===== config.mk =====
export PLATFORM = sky130hd
export DESIGN_NAME = smbbt_core
export DESIGN_NICKNAME = d
export VERILOG_FILES = /design/src/rtl/smbbt_pkg.sv /design/src/rtl/smbbt_sync.sv /design/src/rtl/smbbt_shift.sv /design/src/rtl/smbbt_core.sv
export VERILOG_INCLUDE_DIRS = /design/src /design/src/rtl
export SDC_FILE = /design/constraint.sdc
export NUM_CORES = 1
export LEC_CHECK = 0
export BUFFER_PORTS_ARGS = -buffer_cell sky130_fd_sc_hd__buf_2
export CAP_MARGIN = 40
export CORE_UTILIZATION = 30
export CTS_CLUSTER_DIAMETER = 200
export DETAILED_ROUTE_END_ITERATION = 8
export PLACE_DENSITY = 0.51
export SLEW_MARGIN = 15
export SYNTH_ARGS = -nofsm -noshare
export SYNTH_HDL_FRONTEND = slang
export SYNTH_HIERARCHICAL = 1
export SYNTH_SLANG_ARGS = --single-unit
export TNS_END_PERCENT = 1

===== constraint.sdc =====
create_clock -name clk -period 3.7 [get_ports clk]
set_clock_uncertainty 0.15 [all_clocks]
set_input_delay 0.37 -clock clk [delete_from_list [all_inputs] [get_ports clk]]
set_output_delay 0.37 -clock clk [all_outputs]
set_load 0.005 [all_outputs]

===== src/rtl/smbbt_map.svh =====
// Register offsets, field positions, reset values and timing counts for the byte transfer block
`ifndef SMBBT_MAP_SVH
`define SMBBT_MAP_SVH
`define SMBBT_DATA_ADDR      8'hC2
`define SMBBT_CTRL_ADDR      8'hC0
`define SMBBT_DATA_RESET     8'h00
`define SMBBT_BIT_SI         0
`define SMBBT_BIT_ACK        1
`define SMBBT_BIT_ARBITRATION_LOST_FLAG    2
`define SMBBT_BIT_ACK_RESPONSE_NEEDED      3
`define SMBBT_BIT_STO        4
`define SMBBT_BIT_STA        5
`define SMBBT_BIT_TXMODE     6
`define SMBBT_BIT_MASTER     7
`define SMBBT_HALF_BIT_NS    5000
`define SMBBT_CLK_NS         25
`define SMBBT_HALF_BIT_CYC   (`SMBBT_HALF_BIT_NS / `SMBBT_CLK_NS)
`endif


===== src/rtl/smbbt_pkg.sv =====
// Types shared by the byte transfer block
package smbbt_pkg;
  typedef enum logic [3:0] {
    SMBBT_SLV_RX = 4'h1,
    SMBBT_SLV_TX = 4'h2,
    SMBBT_MST_RX = 4'h4,
    SMBBT_MST_TX = 4'h8
  } smbbt_mode_type;
  typedef struct packed {
    logic       wr;
    logic       rd;
    logic [7:0] addr;
    logic [7:0] wdata;
  } smbbt_sfr_req_type;
  typedef struct packed {
    logic scl;
    logic sda;
  } smbbt_line_type;
endpackage


===== src/rtl/smbbt_sync.sv =====
// Two-flop synchroniser with edge detection for the bus lines
`timescale 1ns/1ps
module smbbt_sync
  import smbbt_pkg::*;
(
  input  wire logic           clk,
  input  wire logic           nrst,
  input  wire smbbt_line_type pin_in,
  output smbbt_line_type      line,
  output logic                scl_rise,
  output logic                scl_fall,
  output logic                start_seen,
  output logic                stop_seen
);
  smbbt_line_type meta;
  smbbt_line_type prev;
  // First stage feeds only the second stage
  always_ff @(posedge clk)
  begin
    if (!nrst)
    begin
      meta <= '{scl: 1'b1, sda: 1'b1};
      line <= '{scl: 1'b1, sda: 1'b1};
      prev <= '{scl: 1'b1, sda: 1'b1};
    end
    else
    begin
      meta <= pin_in;
      line <= meta;
      prev <= line;
    end
  end
  // Edges and bus conditions from settled levels only
  assign scl_rise   = line.scl & ~prev.scl;
  assign scl_fall   = ~line.scl & prev.scl;
  assign start_seen = line.scl & prev.scl & prev.sda & ~line.sda;
  assign stop_seen  = line.scl & prev.scl & ~prev.sda & line.sda;
endmodule


===== src/rtl/smbbt_shift.sv =====
// Shared 8-bit data register: parallel access by software, serial in and out on the bus
`timescale 1ns/1ps
`include "smbbt_map.svh"
module smbbt_shift
  import smbbt_pkg::*;
(
  input  wire logic       clk,
  input  wire logic       nrst,
  input  wire logic       load,
  input  wire logic [7:0] load_data,
  input  wire logic       shift,
  input  wire logic       sda_in,
  output logic [7:0]      data
);
  // One register for both directions; the top bit is the next bit on the line
  always_ff @(posedge clk)
  begin
    if (!nrst)
      data <= `SMBBT_DATA_RESET;
    else if (load)
      data <= load_data;
    else if (shift)
      data <= {data[6:0], sda_in};
  end
endmodule


===== src/rtl/smbbt_core.sv =====
// Byte transfer and mode sequencing of the two-wire serial interface
`timescale 1ns/1ps
`include "smbbt_map.svh"
// How it works
// - Data register is accessible and frozen while the byte event flag is set.
// - Transmitted bytes leave the data register most significant bit first.
// - First received bit lands in the most significant bit.
// - Line level shifts back in while transmitting; register holds last bus byte.
// - Lost arbitration turns master transmitter into slave receiver, byte kept.
// - Exactly one of four modes; master from START until STOP or arbitration loss.
// - Interrupt before acknowledge when receiving, after it when transmitting.
// - Master transmit: drive clock, START, address with write bit, data bytes.
// - Master transmit ends with STOP once stop request is set.
// - No data write after master transmit event means master receive next.
// - Master receive: START, address with read bit, keep clocking slave data.
// - Each master-received byte sets ack needed; software writes ACK one or NACK zero.
// - Master receive ends on generated STOP; data write switches to master transmit.
// - With inhibit clear, address with write bit enters slave receive and interrupts.
// - NACKed slave address mutes slave events until next START.
// - Slave receive: software acknowledges bytes; STOP exits; data write means slave transmit.
// - Read-addressed slave interrupts with ack needed; then sends loaded bytes.
// - No data write after slave transmit event falls back to slave receive; STOP exits.
// - Clock line held low while the byte event flag stays set.
// - Ack needed flag clears after every acknowledge cycle.
module smbbt_core
  import smbbt_pkg::*;
#(
  parameter logic [6:0] OWN_ADDR = 7'h2A
)
(
  input  wire logic              clk,
  input  wire logic              nrst,
  input  wire smbbt_sfr_req_type sfr_req,
  output logic [7:0]             sfr_rdata,
  input  wire logic              enable,
  input  wire logic              slave_inhibit,
  input  wire smbbt_line_type    pin_in,
  output logic                   scl_out,
  output logic                   scl_oe,
  output logic                   sda_out,
  output logic                   sda_oe
);
  localparam logic [7:0] HALF_CYC = 8'(`SMBBT_HALF_BIT_CYC);

  typedef enum logic [6:0] {
    SMBBT_IDLE  = 7'h01,
    SMBBT_START = 7'h02,
    SMBBT_BITS  = 7'h04,
    SMBBT_ACK   = 7'h08,
    SMBBT_HOLD  = 7'h10,
    SMBBT_STOP  = 7'h20,
    SMBBT_MUTE  = 7'h40
  } smbbt_state_type;

  smbbt_line_type  line;
  logic            scl_rise;
  logic            scl_fall;
  logic            start_seen;
  logic            stop_seen;
  logic [7:0]      data;
  smbbt_state_type state;
  smbbt_mode_type  mode;
  logic            master;
  logic            byte_event;
  logic            start_request;
  logic            stop_request;
  logic            ack_response_needed;
  logic            arbitration_lost_flag;
  logic            ack;
  logic            start_flag;
  logic            data_written;
  logic            addr_phase;
  logic [3:0]      bit_cnt;
  logic [7:0]      tmr;
  logic            tick;
  logic            phase_hi;
  logic            drive_sda_low;
  logic            drive_scl_low;
  logic            ctrl_wr;
  logic            data_wr;
  logic            data_load;
  logic            shift_en;
  logic            ack_bit;
  logic            transmitting;
  logic            sda_tx_low;

  smbbt_sync u_sync
  (
    .clk        (clk),
    .nrst       (nrst),
    .pin_in     (pin_in),
    .line       (line),
    .scl_rise   (scl_rise),
    .scl_fall   (scl_fall),
    .start_seen (start_seen),
    .stop_seen  (stop_seen)
  );

  // Register decode
  assign ctrl_wr = sfr_req.wr && sfr_req.addr == `SMBBT_CTRL_ADDR;
  // Writes honoured only while flag set
  assign data_wr   = sfr_req.wr && sfr_req.addr == `SMBBT_DATA_ADDR && byte_event;
  assign data_load = data_wr;
  assign transmitting = mode == SMBBT_MST_TX || mode == SMBBT_SLV_TX;
  assign master = mode == SMBBT_MST_TX || mode == SMBBT_MST_RX;

  // Sample line on each rising clock edge of the eight data bits, not the acknowledge bit
  assign shift_en = state == SMBBT_BITS && scl_rise && !byte_event;

  smbbt_shift u_shift
  (
    .clk       (clk),
    .nrst      (nrst),
    .load      (data_load),
    .load_data (sfr_req.wdata),
    .shift     (shift_en),
    .sda_in    (line.sda),
    .data      (data)
  );

  // Half-bit timer for master clocking; restarts every half period
  always_ff @(posedge clk)
  begin
    if (!nrst || tmr == HALF_CYC - 8'h01)
      tmr <= 8'h00;
    else
      tmr <= tmr + 8'h01;
  end
  assign tick = tmr == HALF_CYC - 8'h01;

  // Master clock phase toggles each half bit
  always_ff @(posedge clk)
  begin
    if (!nrst)
      phase_hi <= 1'b0;
    else if (state == SMBBT_BITS || state == SMBBT_ACK || state == SMBBT_STOP)
    begin
      if (master && tick && !byte_event)
        phase_hi <= ~phase_hi;
    end
    else
      phase_hi <= 1'b0;
  end

  // Remember a data write since the last event
  always_ff @(posedge clk)
  begin
    if (!nrst)
      data_written <= 1'b0;
    else if (data_wr)
      data_written <= 1'b1;
    else if (state == SMBBT_BITS)
      data_written <= 1'b0;
  end

  // Main byte sequencer
  always_ff @(posedge clk)
  begin
    if (!nrst || !enable)
    begin
      state      <= SMBBT_IDLE;
      mode       <= SMBBT_SLV_RX;
      bit_cnt    <= 4'h0;
      addr_phase <= 1'b0;
      byte_event <= 1'b0;
      ack_response_needed   <= 1'b0;
      arbitration_lost_flag <= 1'b0;
      ack        <= 1'b0;
      start_flag <= 1'b0;
    end
    else
    begin
      // Clearing the event by software; clears lost-arbitration too
      if (ctrl_wr && !sfr_req.wdata[`SMBBT_BIT_SI])
      begin
        byte_event <= 1'b0;
        arbitration_lost_flag <= 1'b0;
      end
      if (ctrl_wr)
      begin
        ack <= sfr_req.wdata[`SMBBT_BIT_ACK];
        if (!sfr_req.wdata[`SMBBT_BIT_STA])
          start_flag <= 1'b0;
      end
      if (start_seen && !master)
      begin
        state      <= SMBBT_BITS;
        bit_cnt    <= 4'h0;
        addr_phase <= 1'b1;
        mode       <= SMBBT_SLV_RX;
      end
      else if (stop_seen && !master && state != SMBBT_IDLE)
      begin
        state <= SMBBT_IDLE;
        mode  <= SMBBT_SLV_RX;
        if (state != SMBBT_MUTE && !addr_phase)
          byte_event <= 1'b1;
      end
      else
      begin
        case (state)
          SMBBT_IDLE:
          begin
            if (tick && start_request && line.scl && line.sda && !byte_event)
            begin
              state <= SMBBT_START;
              mode  <= SMBBT_MST_TX;
            end
          end
          SMBBT_START:
          begin
            if (tick)
            begin
              state      <= SMBBT_HOLD;
              byte_event <= 1'b1;
              start_flag <= 1'b1;
              addr_phase <= 1'b1;
            end
          end
          SMBBT_BITS:
          begin
            if (scl_rise && !byte_event)
            begin
              // Lost arbitration: slave receiver keeps observed byte
              if (transmitting && !drive_sda_low && !line.sda && master)
              begin
                arbitration_lost_flag <= 1'b1;
                mode  <= SMBBT_SLV_RX;
                byte_event <= 1'b1;
              end
              bit_cnt <= bit_cnt + 4'h1;
            end
            if (bit_cnt == 4'h8 && scl_fall)
            begin
              if (!transmitting)
              begin
                if (addr_phase && !master)
                begin
                  if (slave_inhibit || data[7:1] != OWN_ADDR)
                    state <= SMBBT_MUTE;
                  else
                  begin
                    byte_event <= 1'b1;
                    ack_response_needed <= 1'b1;
                    start_flag <= 1'b1;
                    state <= SMBBT_ACK;
                  end
                end
                else
                begin
                  // Ack response needed on each received byte
                  byte_event <= 1'b1;
                  ack_response_needed <= 1'b1;
                  state <= SMBBT_ACK;
                end
              end
              else
                state <= SMBBT_ACK;
            end
          end
          SMBBT_ACK:
          begin
            if (scl_fall && !byte_event)
            begin
              // Ack request cleared after ack cycle
              ack_response_needed <= 1'b0;
              bit_cnt <= 4'h0;
              if (transmitting)
              begin
                ack <= ~ack_bit;
                byte_event <= 1'b1;
                state <= SMBBT_HOLD;
              end
              else if (!ack && addr_phase && !master)
                state <= SMBBT_MUTE;
              else
              begin
                if (addr_phase && !master && data[0])
                  mode <= SMBBT_SLV_TX;
                state <= SMBBT_HOLD;
              end
              addr_phase <= 1'b0;
            end
          end
          SMBBT_HOLD:
          begin
            if (!byte_event && tick)
            begin
              if (stop_request && master)
                state <= SMBBT_STOP;
              else
              begin
                state <= SMBBT_BITS;
                if (addr_phase)
                  mode <= SMBBT_MST_TX;
                else if (master)
                  mode <= data_written ? SMBBT_MST_TX : SMBBT_MST_RX;
                else
                  mode <= data_written ? SMBBT_SLV_TX : SMBBT_SLV_RX;
              end
            end
          end
          SMBBT_STOP:
          begin
            if (tick && line.scl)
            begin
              state <= SMBBT_IDLE;
              mode  <= SMBBT_SLV_RX;
            end
          end
          SMBBT_MUTE:
            state <= SMBBT_MUTE;
          default:
            state <= SMBBT_IDLE;
        endcase
      end
    end
  end

  // Bit level moves only while clock is low; a change under high clock is a START or STOP
  always_ff @(posedge clk)
  begin
    if (!nrst)
      sda_tx_low <= 1'b0;
    else if (!line.scl)
      sda_tx_low <= state == SMBBT_BITS && transmitting && !data[7] && bit_cnt < 4'h8;
  end

  // Requests from software; hardware clears stop once sent
  always_ff @(posedge clk)
  begin
    if (!nrst)
    begin
      start_request <= 1'b0;
      stop_request  <= 1'b0;
    end
    else
    begin
      if (ctrl_wr)
      begin
        start_request <= sfr_req.wdata[`SMBBT_BIT_STA];
        stop_request  <= sfr_req.wdata[`SMBBT_BIT_STO];
      end
      else if (state == SMBBT_START && tick)
        start_request <= 1'b0;
      if (state == SMBBT_STOP && tick && line.scl)
        stop_request <= 1'b0;
    end
  end

  // Acknowledge level seen on the line
  assign ack_bit = line.sda;

  // Top bit drives the line, released for ones
  always_comb
  begin
    drive_sda_low = 1'b0;
    case (state)
      SMBBT_START: drive_sda_low = 1'b1;
      SMBBT_STOP:  drive_sda_low = !phase_hi || !line.scl || tmr < HALF_CYC / 8'h02;
      SMBBT_BITS:  drive_sda_low = sda_tx_low;
      SMBBT_ACK:   drive_sda_low = !transmitting && ack && !byte_event;
      default:     drive_sda_low = 1'b0;
    endcase
  end

  // Clock held low while event flag set
  assign drive_scl_low = byte_event || state == SMBBT_HOLD || (state == SMBBT_STOP && !phase_hi) ||
                         (master && (state == SMBBT_BITS || state == SMBBT_ACK) && !phase_hi);

  // Registered pin drivers; open-drain so output level is always low
  always_ff @(posedge clk)
  begin
    if (!nrst)
    begin
      scl_oe  <= 1'b0;
      sda_oe  <= 1'b0;
      scl_out <= 1'b0;
      sda_out <= 1'b0;
    end
    else
    begin
      scl_oe  <= drive_scl_low;
      sda_oe  <= drive_sda_low;
      scl_out <= 1'b0;
      sda_out <= 1'b0;
    end
  end

  // Read data registered; data frozen while flag set
  always_ff @(posedge clk)
  begin
    if (!nrst)
      sfr_rdata <= 8'h00;
    else if (sfr_req.rd && sfr_req.addr == `SMBBT_DATA_ADDR)
      sfr_rdata <= data;
    else if (sfr_req.rd && sfr_req.addr == `SMBBT_CTRL_ADDR)
      sfr_rdata <= {master, transmitting, start_flag, stop_request,
                    ack_response_needed, arbitration_lost_flag, ack, byte_event};
    else
      sfr_rdata <= 8'h00;
  end
endmodule


* Yosys cells after proc, flatten, opt, wreduce, memory -nomap -nowiden
Index checks and enable logic that the tools add are counted.
** Storage, ports and cells
- Flip-flop bits (word level) :: 58
- Input bits :: 24
- Output and inout port bits :: 12
- Word-level logic and storage cells :: 256
** Cells by class
- $add $sub $neg :: 2
- $lt $le $gt $ge :: 2
- Equal/unequal tests :: 40
- Muxes and demuxes :: 88
- Bitwise gates (word level) :: 15
- Reductions and logical operators :: 83
** Operators with widths (count)
- $mux W7 :: 11
- $mux W4 :: 15
- $pmux W7 S7 :: 1
- $mux W1 :: 46
- $logic_and A1 B1 Y1 :: 42
- $mux W8 :: 4
- $eq A8 B8 Y1 const B :: 3
- $ne A2 B2 Y1 const B :: 11
- $ne A4 B4 Y1 const B :: 5
- $pmux W4 S5 :: 1
- $logic_not A1 Y1 :: 13
- $logic_or A1 B1 Y1 :: 12
- $reduce_and A6 Y1 :: 2
- $reduce_and A11 Y1 :: 1
- $ne A3 B3 Y1 const B :: 3
- $add A8 B1 Y8 const B :: 1
- $eq A4 B4 Y1 const B :: 2
- $lt A8 B7 Y1 const B :: 1
- $not A1 Y1 :: 8
- $pmux W4 S2 :: 1
- $reduce_and A4 Y1 :: 2
- $reduce_bool A2 Y1 :: 4
- $and A1 B1 Y1 :: 7
- $eq A7 B1 Y1 const B :: 1
- 27 further kinds :: 33

* Longest topological paths before layout
- Depth in word-level cells :: 19
- Depth in mapped cells :: 8
- Gate-level depth less buffers :: 8

* Modules after synthesis
The synthesis kept the hierarchy.
** Modules (own cells, without submodules)
- smbbt_core :: instances 1, cells an instance 312, area an instance 2542.4 um2, seq. area each 880.8 um2
- smbbt_shift :: instances 1, cells an instance 35, area an instance 440.4 um2, seq. area each 160.2 um2
- smbbt_sync :: instances 1, cells an instance 16, area an instance 190.2 um2, seq. area each 120.1 um2

* Least setup slack after synthesis
OpenSTA, ideal clock, no wires.
- Path kind :: reg2reg
- From :: register state[6]
- To :: register u_shift.data[0]
- Library setup time :: 116 ps
- Data arrival time :: 2312 ps
- Required time :: 3434 ps
- Slack :: 1121 ps
- Cell stages (with the launch flop) :: 8
- Buffers on the path :: 2
- Clock period less this slack :: 2579 ps
- Cell sequence :: dfxtp_1 buf_6 or4_4 or3_2 nor3_1 buf_6 mux2_4 o211a_1
** Between the ends
- Cells in the longest elaborated chain, start to end :: 4
** Ends and longest elaborated chain
- start, declared :: RTL line smbbt_core.sv:61 : smbbt_state_type state;
- start signal, assigned :: RTL line smbbt_core.sv:161 : state <= SMBBT_IDLE;
- start signal, assigned :: RTL line smbbt_core.sv:187 : state <= SMBBT_BITS;
- start signal, assigned :: RTL line smbbt_core.sv:194 : state <= SMBBT_IDLE;
- $eq A7 B3 Y1 :: RTL line smbbt_core.sv:108 : assign shift_en = state == SMBBT_BITS && scl_rise && !byte_event;
- $logic_and A1 B1 Y1 (2 in series) :: RTL line smbbt_core.sv:108
- net shift_en :: RTL line smbbt_core.sv:82 : logic shift_en;
- $reduce_bool A2 Y1 (no source line)
- end signal, assigned :: RTL line smbbt_shift.sv:19 : data <= `SMBBT_DATA_RESET;
- end signal, assigned :: RTL line smbbt_shift.sv:21 : data <= load_data;
- end signal, assigned :: RTL line smbbt_shift.sv:23 : data <= {data[6:0], sda_in};
- end, declared :: RTL line smbbt_shift.sv:13 : output logic [7:0] data
The timed path passes the listed nets, and every way through them passes these cells.
A chain may end at the register's enable or synchronous reset.

* Final worst setup path
- From :: register state[3]
- To :: register mode[0]
** Between the ends
- Cells in the longest elaborated chain, start to end :: 8
- Elaborated cells between the ends (all ways) :: 27
- Classes of those cells :: eq/ne (17); mux (2); reduce/logical (8)
** Ends and longest elaborated chain
- $eq A7 B4 Y1 (tied with other cells) :: RTL line smbbt_core.sv:201, smbbt_core.sv:358
- $pmux W1 S4 :: RTL line smbbt_core.sv:358 : case (state)
- $logic_not A1 Y1 :: RTL line smbbt_core.sv:225 : if (transmitting && !drive_sda_low && !line.sda && master)
- $logic_and A1 B1 Y1 (3 in series) :: RTL line smbbt_core.sv:225
- $ne A2 B1 Y1 (no source line)
- $reduce_and A11 Y1 (no source line)
- end signal, assigned :: RTL line smbbt_core.sv:297 : mode <= data_written ? SMBBT_MST_TX : SMBBT_MST_RX;
- end signal, assigned :: RTL line smbbt_core.sv:299 : mode <= data_written ? SMBBT_SLV_TX : SMBBT_SLV_RX;
- end, declared :: RTL line smbbt_core.sv:62 : smbbt_mode_type mode;
Parallel ways exist; a longest one is shown, timed or not.

==> results.toml <==
[setup_path]
critPathKind = "register to register"
reg2reg_setup_slack_ps = 780
rr_endpoint = "mode[0]"
r2r_start = "state[3]"
worstRegToRegCells = 6
cp-start-kind = "register"
worstPathArrival_ps = 2970
worstPathRequired_ps = 3750
setup.worst_path.end_class = "register"
cp_max_fo = 13

[cts]
clock_latency_ps = 340
numCtsBuffers = 9
cts_setup_buffers = 0
cts_max_level = 3
cts_tree = "yes"
cts_hold_buf = 0
max-clock-path-buffers = 2
ctsRootBufferMaster = "clkbuf_8"
cts.sinks = 58
cts_resized = 0
cts.clk_slew.worst_paths_ps = 60

[global_route]
gr-total-overflow = 0
grt.total_usage = 0.164
grt_pass1_wl_mm = 14.0
antenna_found_initial = 0
grt_max_degree = 28
first_global_vias = 2730

[route]
ant_nets = 0
wl_mm = 8.54
drt-initial-drc-count = 304
vias = 2907
wire_per_inst_um = 16.1
via_per_inst = 5.46
dr.pass1.iters = 6
drcViolationCount = 0

[sta]
rsz0062_at_grt = "false"
finalHoldViolCount = 0
setup_tns_ps = 0
min_period_over_period = 0.788
setup_viol = 0
worst_pin_slew_ps = 860
slew_headroom = 0.426
final-max-slew-violation-count = 0
holdWs_ps = 63.7
max_freq_mhz = 343
period_minus_slack_ps = 2920

[floorplanning]
core_region_area_um2 = 10300
ios = 36
initial_utilization = 0.309
dieWidth_um = 105
core.rowCount = 37
dieArea_um2 = 11000
dieHeight_um = 105

[cells_and_area]
areaGrowthSynthToFinish_pct = 13.2
fin_nets = 420
antenna_cells = 0
fillers = 1108
multi_input_area_um2 = 1880
register_area_um2 = 1160
layout-drive-gt1-share = 0.184
post-route-util = 0.350

[power_and_ir_drop]
leakagePower_nw = 1.41
totalPowerFinal_mw = 1.19
power_density_nw_per_um2 = 332
ir_drop_mv = 0.225

[yosys]
ys.flop_type = "dfxtp_1"
yosysTopAreaCellShare = 0.366
synth.lib_cells_used.distinct = 63
yosysWarnings = 6
syn_inst = 363
synth_seq_cells = 58
synth_enable_flop_cells = 0
ys_async_sr_fraction = 0
synth_top_cell_by_area = "dfxtp_1"
syn_area_um2 = 3170
seq_area_frac_synth = 0.366
synth_area_leaders = "dfxtp_1 (37%), mux2_4 (3.8%), nor2_1 (3.7%), o21ai_0 (3.5%), a21oi_1 (3.0%)"
synth.avg_cell_area_um2 = 8.74

[hold_path]
holdPathStages = 2
worstHoldStart = "pin_in[0]"
hold_path_class = "input port to register"
holdPathEnd = "u_sync/meta[0]"

[place]
gp_congestion = 0.907
port_buffers = 33
hpwl_mm = 6.47

[run_status]
status = "finished, final reports clean"

[run]
cap_violations = 0
## cell families (layout without fill, tap and decap cells)
kind of cell | Yosys count | in the layout | synth area share
AND/OR/NAND/NOR | 159 | 159 | 0.289
AO/OA/AOI/OAI | 87 | 87 | 0.190
flip-flops | 58 | 58 | 0.366
buffers and inverters | 26 | 58 | 0.0418
multiplexers | 17 | 17 | 0.0666
XOR/XNOR | 12 | 12 | 0.0331
adder cells (fa/ha/maj) | 3 | 3 | 0.0118
other | 1 | 2 | 0.00118
## how the worst max path moves through the flow
stage / startpoint / to / depth (start not counted) / slack [ps]
global placement: state[3] / mode[0] / 6 / 770
floorplan: state[6] / u_shift/data[0] / 7 / 1120
detailed placement: state[3] / mode[0] / 6 / 870
CTS: state[3] / mode[0] / 6 / 860
global route: state[3] / mode[0] / 6 / 680
finish: state[3] / mode[0] / 6 / 780
## power breakdown
| group | leakage, nW | switching [mW] | internal, mW |
|---|---|---|---|
| Combinational | 0.864 | 0.0387 | 0.0266 |
| Clock | 0.0810 | 0.236 | 0.251 |
| Sequential | 0.469 | 0.00929 | 0.632 |
## placed cells by master, fill, tap and decap left out, drive strengths merged, types with 3 or more instances in the layout
cell type / count
o211a: 9
nor4: 3
a211oi: 8
a32oi: 3
mux2: 9
nand2b: 11
nor3b: 3
nand4: 4
nand3b: 3
nor2b: 6
buf: 37
nand4b: 4
dfxtp: 58
mux2i: 8
and2: 10
nor4b: 4
xnor2: 3
inv: 7
or4: 4
or3: 5
xor2: 9
nor2: 31
nand2: 20
or2b: 8
nor3: 14
or2: 3
o21ai: 22
clkbuf: 11
nand3: 14
ha: 3
o21a: 3
and4: 3
a21oi: 19
or4b: 3
a31oi: 3
## state kept, by name, indices dropped and copies added (netlist names), 2 cells and up
name	cells
bit_cnt	4
state	7
u_sync/meta	2
u_sync/line	2
mode	4
sfr_rdata	8
u_sync/prev	2
u_shift/data	8
tmr	8
## critical path: stages (launching register included)
cell	delay, ps
dfxtp_1	550
or4b_2	670
a2111oi_0	620
o21ai_0	260
and4_1	290
a21oi_1	140
o21ai_0	100
## metal layers
layer / routed length [µm] / up-vias / GRT usage
met5: 0 / - / 0
met4: 235 / 0 / 0.0775
met3: 496 / 21 / 0.0349
met2: 3800 / 104 / 0.246
met1: 4010 / 1389 / 0.222
li1: - / 1393 / -
## metrics by stage
| stage | cells | cell area (µm²) | setup WS [ps] |
|---|---|---|---|
| 6_report | 532 | 3590 | 783 |
| 5_1_grt | 532 | 3590 | 675 |
| 4_1_cts | 532 | 3590 | 858 |
| 3_5_place_dp | 518 | 3430 | 871 |
| 3_3_place_gp | 517 | 3430 | 766 |
| 2_1_floorplan | 364 | 3180 | 1120 |
## cells in the mapped netlist (4+ instances only)
master,number
a211oi_1,7
a21oi_1,19
and2_1,10
buf_2,4
clkbuf_1,7
dfxtp_1,58
inv_1,7
mux2_4,8
mux2i_1,8
nand2_1,20
nand2b_1,11
nand3_1,14
nand4_1,4
nand4b_1,4
nor2_1,31
nor2b_1,6
nor3_1,14
nor4b_1,4
o211a_1,9
o21ai_0,22
or2b_1,8
xor2_1,9
## cell type report
class	instances	area share
clock inverters	3	0.00488
flip-flops and latches	58	0.323
multi-input cells	280	0.524
inverters	7	0.00731
well taps	136	0.0474
clock buffers	11	0.0394
repair buffers	37	0.0536
Power figures use the tool's default switching activity.
